[src/logic/cbr_pkg.sv]
// package for the clock buffer id and pll mode register bank
// assumes a byte-wide register port driven by a serial-bus engine on clk_i
package cbr_pkg;
    // register indices
    localparam logic [6:0] CBR_SPARE_A_IDX = 7'h03;
    localparam logic [6:0] CBR_SPARE_B_IDX = 7'h04;
    localparam logic [6:0] CBR_MAKER_REV_IDX = 7'h05;
    localparam logic [6:0] CBR_PART_ID_IDX = 7'h06;
    localparam logic [6:0] CBR_RB_LEN_IDX = 7'h07;
    localparam logic [6:0] CBR_PLL_OVR_IDX = 7'h12;
    // identity values, arbitrary neutral codes
    localparam logic [3:0] CBR_VENDOR_ID = 4'h5;
    localparam logic [3:0] CBR_REVISION = 4'h1;
    localparam logic [7:0] CBR_PART_ID = 8'h3c;
    // field layout
    localparam int CBR_RB_LEN_W = 5;
    localparam int CBR_SRC_SEL_BIT = 2;
    localparam logic [4:0] CBR_RB_LEN_RST = 5'h08;
    localparam logic [4:0] CBR_RB_LEN_MIN = 5'h01;
    localparam logic [7:0] CBR_ZERO_BYTE = 8'h00;
    // pll mode codes
    localparam logic [1:0] CBR_MODE_LBW = 2'h0;
    localparam logic [1:0] CBR_MODE_BYPASS = 2'h1;
    localparam logic [1:0] CBR_MODE_BAD = 2'h2;
    localparam logic [1:0] CBR_MODE_HBW = 2'h3;
    // strap pin levels as decoded by the tri-level receiver
    localparam logic [1:0] CBR_STRAP_LOW = 2'h0;
    localparam logic [1:0] CBR_STRAP_MID = 2'h1;
    localparam logic [1:0] CBR_STRAP_HIGH = 2'h3;
    // cycles the synchroniser needs before a strap capture
    localparam logic [1:0] CBR_STRAP_SETTLE = 2'h2;
    typedef enum logic [1:0] {CBR_ST_SETTLE, CBR_ST_DONE} cbr_strap_st_t;
endpackage

[src/logic/cbr_strap_if.sv]
// carries the latched strap mode from the strap latch to the register bank
// assumes both ends on clk_i
`timescale 1ns/1ps
interface cbr_strap_if;
    logic [1:0] mode;
    logic valid;
    modport latch (output mode, output valid);
    modport bank (input mode, input valid);
endinterface

[src/logic/cbr_regs.sv]
// register bytes 3..7 and 18 of the clock buffer control bank
// assumes a serial-bus engine on clk_i giving one-cycle read and write strobes
`timescale 1ns/1ps
module cbr_regs (
    input wire logic clk_i,
    input wire logic sys_rst_i,
    input wire logic [6:0] reg_index_i,
    input wire logic [7:0] reg_wdata_i,
    input wire logic reg_wr_i,
    input wire logic reg_rd_i,
    output logic [7:0] reg_rdata_o,
    output logic reg_rvalid_o,
    input wire logic [1:0] pll_bandwidth_strap_i,
    output logic [4:0] block_read_len_o,
    output logic [1:0] pll_mode_o,
    output logic pll_mode_valid_o
);
    cbr_strap_if strap_bus ();

    logic [4:0] rb_len_reg, rb_len_next;
    logic pll_source_select_reg, pll_source_select_next;
    logic sw_pll_mode_bit0_reg, sw_pll_mode_bit0_next;
    logic sw_pll_mode_bit1_reg, sw_pll_mode_bit1_next;
    logic [1:0] mode_reg, mode_next;
    logic [7:0] rdata_reg, rdata_next;
    logic rvalid_reg;
    logic [1:0] sw_mode;
    logic [4:0] len_out_reg, len_out_next;

    cbr_strap_latch u_strap (
        .clk_i(clk_i),
        .sys_rst_i(sys_rst_i),
        .strap_level_i(pll_bandwidth_strap_i),
        .strap(strap_bus.latch)
    );

    assign sw_mode = {sw_pll_mode_bit1_reg, sw_pll_mode_bit0_reg};

    // register writes and applied pll mode
    always_comb begin
        rb_len_next = rb_len_reg;
        pll_source_select_next = pll_source_select_reg;
        sw_pll_mode_bit0_next = sw_pll_mode_bit0_reg;
        sw_pll_mode_bit1_next = sw_pll_mode_bit1_reg;
        if (reg_wr_i) begin
            case (reg_index_i)
                cbr_pkg::CBR_RB_LEN_IDX: rb_len_next = reg_wdata_i[cbr_pkg::CBR_RB_LEN_W-1:0];
                cbr_pkg::CBR_PLL_OVR_IDX: begin
                    pll_source_select_next = reg_wdata_i[cbr_pkg::CBR_SRC_SEL_BIT];
                    sw_pll_mode_bit1_next = reg_wdata_i[1];
                    sw_pll_mode_bit0_next = reg_wdata_i[0];
                end
                default: rb_len_next = rb_len_reg; // ids and spares ignore writes
            endcase
        end
        mode_next = mode_reg;
        if (pll_source_select_reg) begin
            if (sw_mode != cbr_pkg::CBR_MODE_BAD) begin
                mode_next = sw_mode; // codes match pll encoding
            end
        end else if (strap_bus.valid) begin
            mode_next = strap_bus.mode;
        end
        if (rb_len_reg == 5'h00) begin
            len_out_next = cbr_pkg::CBR_RB_LEN_MIN;
        end else begin
            len_out_next = rb_len_reg;
        end
    end

    // read mux
    always_comb begin
        rdata_next = rdata_reg;
        if (reg_rd_i) begin
            case (reg_index_i)
                cbr_pkg::CBR_SPARE_A_IDX: rdata_next = cbr_pkg::CBR_ZERO_BYTE;
                cbr_pkg::CBR_SPARE_B_IDX: rdata_next = cbr_pkg::CBR_ZERO_BYTE;
                cbr_pkg::CBR_MAKER_REV_IDX:
                    rdata_next = {cbr_pkg::CBR_REVISION, cbr_pkg::CBR_VENDOR_ID};
                cbr_pkg::CBR_PART_ID_IDX: rdata_next = cbr_pkg::CBR_PART_ID;
                cbr_pkg::CBR_RB_LEN_IDX: rdata_next = {3'h0, rb_len_reg};
                cbr_pkg::CBR_PLL_OVR_IDX: rdata_next = {5'h00, pll_source_select_reg,
                    sw_pll_mode_bit1_reg, sw_pll_mode_bit0_reg};
                default: rdata_next = cbr_pkg::CBR_ZERO_BYTE; // unmapped reads zero
            endcase
        end
    end

    // state registers
    always_ff @(posedge clk_i or posedge sys_rst_i) begin
        if (sys_rst_i) begin
            rb_len_reg <= cbr_pkg::CBR_RB_LEN_RST;
            len_out_reg <= cbr_pkg::CBR_RB_LEN_RST;
            pll_source_select_reg <= 1'b0;
            sw_pll_mode_bit0_reg <= 1'b0;
            sw_pll_mode_bit1_reg <= 1'b0;
            mode_reg <= cbr_pkg::CBR_MODE_LBW;
            rdata_reg <= cbr_pkg::CBR_ZERO_BYTE;
            rvalid_reg <= 1'b0;
        end else begin
            rb_len_reg <= rb_len_next;
            len_out_reg <= len_out_next;
            pll_source_select_reg <= pll_source_select_next;
            sw_pll_mode_bit0_reg <= sw_pll_mode_bit0_next;
            sw_pll_mode_bit1_reg <= sw_pll_mode_bit1_next;
            mode_reg <= mode_next;
            rdata_reg <= rdata_next;
            rvalid_reg <= reg_rd_i;
        end
    end

    assign reg_rdata_o = rdata_reg;
    assign reg_rvalid_o = rvalid_reg;
    assign block_read_len_o = len_out_reg;
    assign pll_mode_o = mode_reg;
    assign pll_mode_valid_o = strap_bus.valid;
endmodule

[src/logic/cbr_strap_latch.sv]
// synchronises the tri-level bandwidth strap and latches it once after reset
// assumes the strap pin is asynchronous and stable around power-up
`timescale 1ns/1ps
module cbr_strap_latch (
    input wire logic clk_i,
    input wire logic sys_rst_i,
    input wire logic [1:0] strap_level_i,
    cbr_strap_if.latch strap
);
    logic [1:0] sync1_reg, sync2_reg;
    logic [1:0] cnt_reg, cnt_next;
    logic [1:0] mode_reg, mode_next;
    cbr_pkg::cbr_strap_st_t st_reg, st_next;

    // two-stage synchroniser, first stage read only by the second
    always_ff @(posedge clk_i or posedge sys_rst_i) begin
        if (sys_rst_i) begin
            sync1_reg <= 2'h0;
            sync2_reg <= 2'h0;
        end else begin
            sync1_reg <= strap_level_i;
            sync2_reg <= sync1_reg;
        end
    end

    // settle then capture once
    always_comb begin
        st_next = st_reg;
        cnt_next = cnt_reg;
        mode_next = mode_reg;
        case (st_reg)
            cbr_pkg::CBR_ST_SETTLE: begin
                if (cnt_reg == cbr_pkg::CBR_STRAP_SETTLE) begin
                    st_next = cbr_pkg::CBR_ST_DONE;
                    case (sync2_reg)
                        cbr_pkg::CBR_STRAP_HIGH: mode_next = cbr_pkg::CBR_MODE_HBW;
                        cbr_pkg::CBR_STRAP_LOW: mode_next = cbr_pkg::CBR_MODE_LBW;
                        default: mode_next = cbr_pkg::CBR_MODE_BYPASS; // middle
                    endcase
                end else begin
                    cnt_next = cnt_reg + 2'h1;
                end
            end
            cbr_pkg::CBR_ST_DONE: st_next = cbr_pkg::CBR_ST_DONE;
            default: st_next = cbr_pkg::CBR_ST_SETTLE;
        endcase
    end

    // latch state
    always_ff @(posedge clk_i or posedge sys_rst_i) begin
        if (sys_rst_i) begin
            st_reg <= cbr_pkg::CBR_ST_SETTLE;
            cnt_reg <= 2'h0;
            mode_reg <= cbr_pkg::CBR_MODE_LBW;
        end else begin
            st_reg <= st_next;
            cnt_reg <= cnt_next;
            mode_reg <= mode_next;
        end
    end

    assign strap.mode = mode_reg;
    assign strap.valid = (st_reg == cbr_pkg::CBR_ST_DONE);
endmodule

[config.mk]
export PLATFORM = sky130hd
export DESIGN_NAME = cbr_regs
export DESIGN_NICKNAME = d
export VERILOG_FILES = /design/src/logic/cbr_pkg.sv /design/src/logic/cbr_strap_if.sv /design/src/logic/cbr_regs.sv /design/src/logic/cbr_strap_latch.sv
export SDC_FILE = /design/constraint.sdc
export NUM_CORES = 1
export LEC_CHECK = 0
export ABC_CLOCK_PERIOD_IN_PS = 2500
export BUFFER_PORTS_ARGS = -buffer_cell sky130_fd_sc_hd__clkbuf_2
export CORE_ASPECT_RATIO = 0.75
export CORE_MARGIN = 1
export CORE_UTILIZATION = 45
export CTS_CLUSTER_DIAMETER = 200
export DETAILED_ROUTE_END_ITERATION = 8
export GPL_TIMING_DRIVEN = 0
export PLACE_DENSITY = 0.71
export SLEW_MARGIN = 5
export SYNTH_ARGS = -nofsm -noshare
export SYNTH_HDL_FRONTEND = slang
export SYNTH_SLANG_ARGS = --single-unit
[constraint.sdc]
create_clock -name clk_i -period 2.5 [get_ports clk_i]
set_clock_uncertainty 0.1 [all_clocks]
set_input_delay 0.125 -clock clk_i [delete_from_list [all_inputs] [get_ports clk_i]]
set_output_delay 0.125 -clock clk_i [all_outputs]
set_load 0.02 [all_outputs]
# After elaboration in Yosys (flattened, before gate mapping)

Cells that the tools add are included.

Logic and storage cells: 42
Input port bits: 21
Flip-flop bits (word level): 34
Output and inout port bits: 17

Add/subtract/negate cells: 1
Equal/unequal tests: 10
Mux-type cells: 8
Reduce and logical (&&, ||, !) cells: 9
Bitwise operators: 1

Operator list:

| kind                  | number |
|---|---|
| $pmux W6 S4           | 1 |
| $eq A7 B3 Y1 const B  | 3 |
| $reduce_and A2 Y1     | 5 |
| $mux W2               | 4 |
| $pmux W2 S2           | 2 |
| $eq A7 B5 Y1 const B  | 1 |
| $logic_not A5 Y1      | 1 |
| $mux W5               | 1 |
| $eq A2 B2 Y1 const B  | 2 |
| $logic_not A2 Y1      | 2 |
| $ne A2 B1 Y1 const B  | 2 |
| $add A2 B1 Y2 const B | 1 |
| $eq A2 B1 Y1 const B  | 1 |
| $ne A2 B2 Y1 const B  | 1 |
| $reduce_bool A2 Y1    | 1 |
| $not A1 Y1            | 1 |

# Logic depth before layout (Yosys ltp)

Word-level depth: 3
Depth in mapped cells: 6

# Modules after synthesis

Synthesis repeated with hierarchy kept, for this count alone.

Cell total of the unflattened synthesis: 108
Area, all modules: 1321.3 um2

Modules (own cells, without submodules):

| module          | cells an instance | area each (um2) | instances | sequential area each (um2) |
|---|---|---|---|---|
| cbr_regs        | 85                | 993.5           | 1         | 553.0 |
| cbr_strap_latch | 23                | 327.8           | 1         | 225.2 |

# Worst setup path after synthesis

OpenSTA, ideal clock, no wires.

Path type: input-to-reg
Start: input port reg_index_i[5]
End: register rb_len_reg[0]
Buffers on the path: 0
Data required time: 2.275 ns
Library setup time: 0.125 ns
Slack: 1.127 ns
Arrival time: 1.148 ns
Stages: 3
Cells stage by stage: or3_4 -> nor3_4 -> mux2_2

Cells in the longest elaborated chain, start to end: 2

Ends and longest elaborated chain:

| element                     | line            | source |
|---|---|---|
| from (decl)                 | cbr_regs.sv:7   | `input wire logic [6:0] reg_index_i,` |
| $eq A7 B3 Y1                | cbr_regs.sv:46  | `case (reg_index_i)` |
| $reduce_and A2 Y1 (no line) | -               |  |
| to (signal assigned)        | cbr_regs.sv:92  | `rb_len_reg <= cbr_pkg::CBR_RB_LEN_RST;` |
| to (signal assigned)        | cbr_regs.sv:101 | `rb_len_reg <= rb_len_next;` |
| to (decl)                   | cbr_regs.sv:20  | `logic [4:0] rb_len_reg, rb_len_next;` |

Every way passes these cells.
A chain may end at the register's enable or synchronous reset.

==> flow_summary.ini <==
[synth]
ys.flop_type = dfrtp_1
yosysWarningCount = 0
ys_ff_latch = 31
async_reset_ff_share_pct = 100
synth_cells = 102
ys_types = 34
synth-edff-count = 0
syn_avg_cell_area_um2 = 12.3
seq_area_frac_synth_pct = 62.1
synth_area_mm2 = 0.00125

[run_status]
status = completed

[floorplanning]
die_width_um = 62.9
die_h_um = 47.7
io-pin-count = 38
rows = 16
initial_core_util_pct = 47.8
die_area_mm2 = 0.00300
coreArea_mm2 = 0.00262

[setup_path]
path_class = primary input to flip-flop
crit_fanout = 10
crit_required_ps = 2620
arrival_ps = 1850
worstSetupStartpointType = primary input
endpoint_kind = flip-flop

[cts]
cts-root-buf = clkbuf_8
cts-resized-gates = 0
numCtsBuffers = 5
cts.reportedPaths.clkPinSlew_ps = 60
clk_latency_ps = 280
h-tree-depth = 2
clkSinkCount = 31
clockBufferDepth = 2
ctsHoldBuffers = 6
cts_setup_buffers = 0
cts_tree = done

[route]
drtPass1Iterations = 6
wirelength_um = 2450
vias = 925
detail_route.vias_per_cell = 5.00
final_antenna_net_count = 0
drc = 0
wl_per_cell_um = 13.3
drt_iter0_markers = 19

[pwr]
switching_share_pct = 22.7
combPwrFrac_pct = 9.8
p_seq_share_pct = 47.3
p_leak_nw = 0.809
p_clk_share_pct = 42.9
p_per_area_mw_per_mm2 = 715
power_switching_mw = 0.266
peakVddDrop_uv = 386
intPower_mw = 0.905

[placement]
globalplace.congestion = 0.785
io_buffers = 32
hpwl_um = 1790

[final_layout]
largest_reg_flops = 6
layout-drive-gt1-share_pct = 37.6
final_cell_mix = clkbuf_2 (32), dfrtp_1 (29), mux2_2 (8)
fin_nets = 170
layout_commonest_cell = clkbuf_2
diodes = 0
syn_to_final_growth_pct = 30.9

[sta]
fmax_mhz = 576
hold_ws_ps = 8.15
period_share_pct = 69.4
setup_violations = 0
worst_pin_slew_ps = 1140
setup_tns_ps = 0
finalHoldViolations = 0
rsz0062_at_grt = false
finalMaxSlewViolations = 0
fin_crit_ps = 1740
maxSlewHeadroom_pct = 23.8

[global_route]
overflow = 0
grt_usage_pct = 18.6
grt_antenna_before_repair = 0
grt_pass1_vias = 858
grt_max_degree = 32
grt_pass1_wl_um = 3930

[flow_run]
cap_violations = 0

[worst_hold_path]
min-delay-path-class = primary input to async pin
power by group through the flow:
stage	Clock [mW]	Sequential, mW	Combinational [mW]
finish	0.503	0.554	0.115
global route	0.535	0.558	0.128
CTS	0.513	0.554	0.116
floorplan	0	0.576	0.0485
detailed placement	0	0.563	0.108
global placement	0	0.562	0.104
through the flow:
| step | utilization [%] | area [µm²] | std cells | power [mW] | setup slack (ps) |
|---|---|---|---|---|---|
| after detailed placement | 55.7 | 1460 | 171 | 0.671 | 922 |
| after global placement | 55.7 | 1460 | 171 | 0.666 | 958 |
| after floorplan | - | 1260 | 103 | 0.625 | 1130 |
| final | 62.5 | 1640 | 185 | 1.17 | 764 |
| after CTS | 62.5 | 1640 | 185 | 1.18 | 791 |
| after global routing | 62.5 | 1640 | 185 | 1.22 | 680 |
synthesized netlist by cell type, types with 2 or more instances:
cell type | n | area, µm²
a21oi_1 | 3 | 15.0
dfrtp_1 | 29 | 726
dfstp_2 | 2 | 52.6
mux2_2 | 8 | 90.1
clkbuf_1 | 6 | 22.5
nand3_1 | 2 | 10.0
nand2b_1 | 2 | 12.5
a221o_1 | 2 | 20.0
a211oi_1 | 2 | 15.0
nor2b_1 | 4 | 25.0
buf_4 | 2 | 15.0
nor2_1 | 3 | 11.3
o21ai_0 | 6 | 30.0
inv_1 | 5 | 18.8
nand2_1 | 7 | 26.3
layout make-up:
| cell class | count | area (µm²) |
|---|---|---|
| clock inverters | 2 | 35.0 |
| flip-flops and latches | 31 | 778 |
| fillers | 226 | 983 |
| multi-input cells | 59 | 422 |
| plain buffers | 8 | 37.5 |
| well taps | 36 | 45.0 |
| inverters | 5 | 18.8 |
| clock buffers | 6 | 82.6 |
| repair buffers | 38 | 220 |
cell families (layout without fill, tap and decap cells):
family,count (synthesis),count (layout),synth area share [%]
adders and majority gates,1,1,0.999
AOI/OAI and AO/OA,21,21,11.8
xor gates and xnor gates,1,1,0.699
buffers and inverters,13,59,4.50
DFF,31,31,62.1
and+or+nand+nor,26,26,12.4
muxes,8,8,7.19
other,1,2,0.299
critical path: stages:
cell	delay, ps
dlygate4sd3_1	530
clkbuf_2	120
clkbuf_1	320
nand2_1	80
a2111oi_0	490
a221o_1	190
worst paths after layout:
check                                      from  depth (start not counted)  slack [ps]                   end
max                                    reg_rd_i                          6         760        reg_rdata_o[0]
min                                   sys_rst_i                          2           8   block_read_len_o[2]
max reg2reg                  u_strap.cnt_reg[0]                          6        1130    u_strap.cnt_reg[1]
min reg2reg                u_strap.sync1_reg[1]                          0         260  u_strap.sync2_reg[1]
max in group asynchronous             sys_rst_i                          2        1600        reg_rdata_o[2]
min in group clk_i               reg_wdata_i[2]                          2          10         rb_len_reg[2]
metal layers:
| metal | vias to the layer above | track usage (%) | share of wire (%) |
|---|---|---|---|
| met4 | 0 | 11.2 | 1.4 |
| met2 | 25 | 28.8 | 47 |
| met5 | - | 0 | 0 |
| met1 | 452 | 23.9 | 47 |
| li1 | 443 | - | - |
| met3 | 5 | 5.71 | 4.1 |
(Power assumes the default switching activity.)
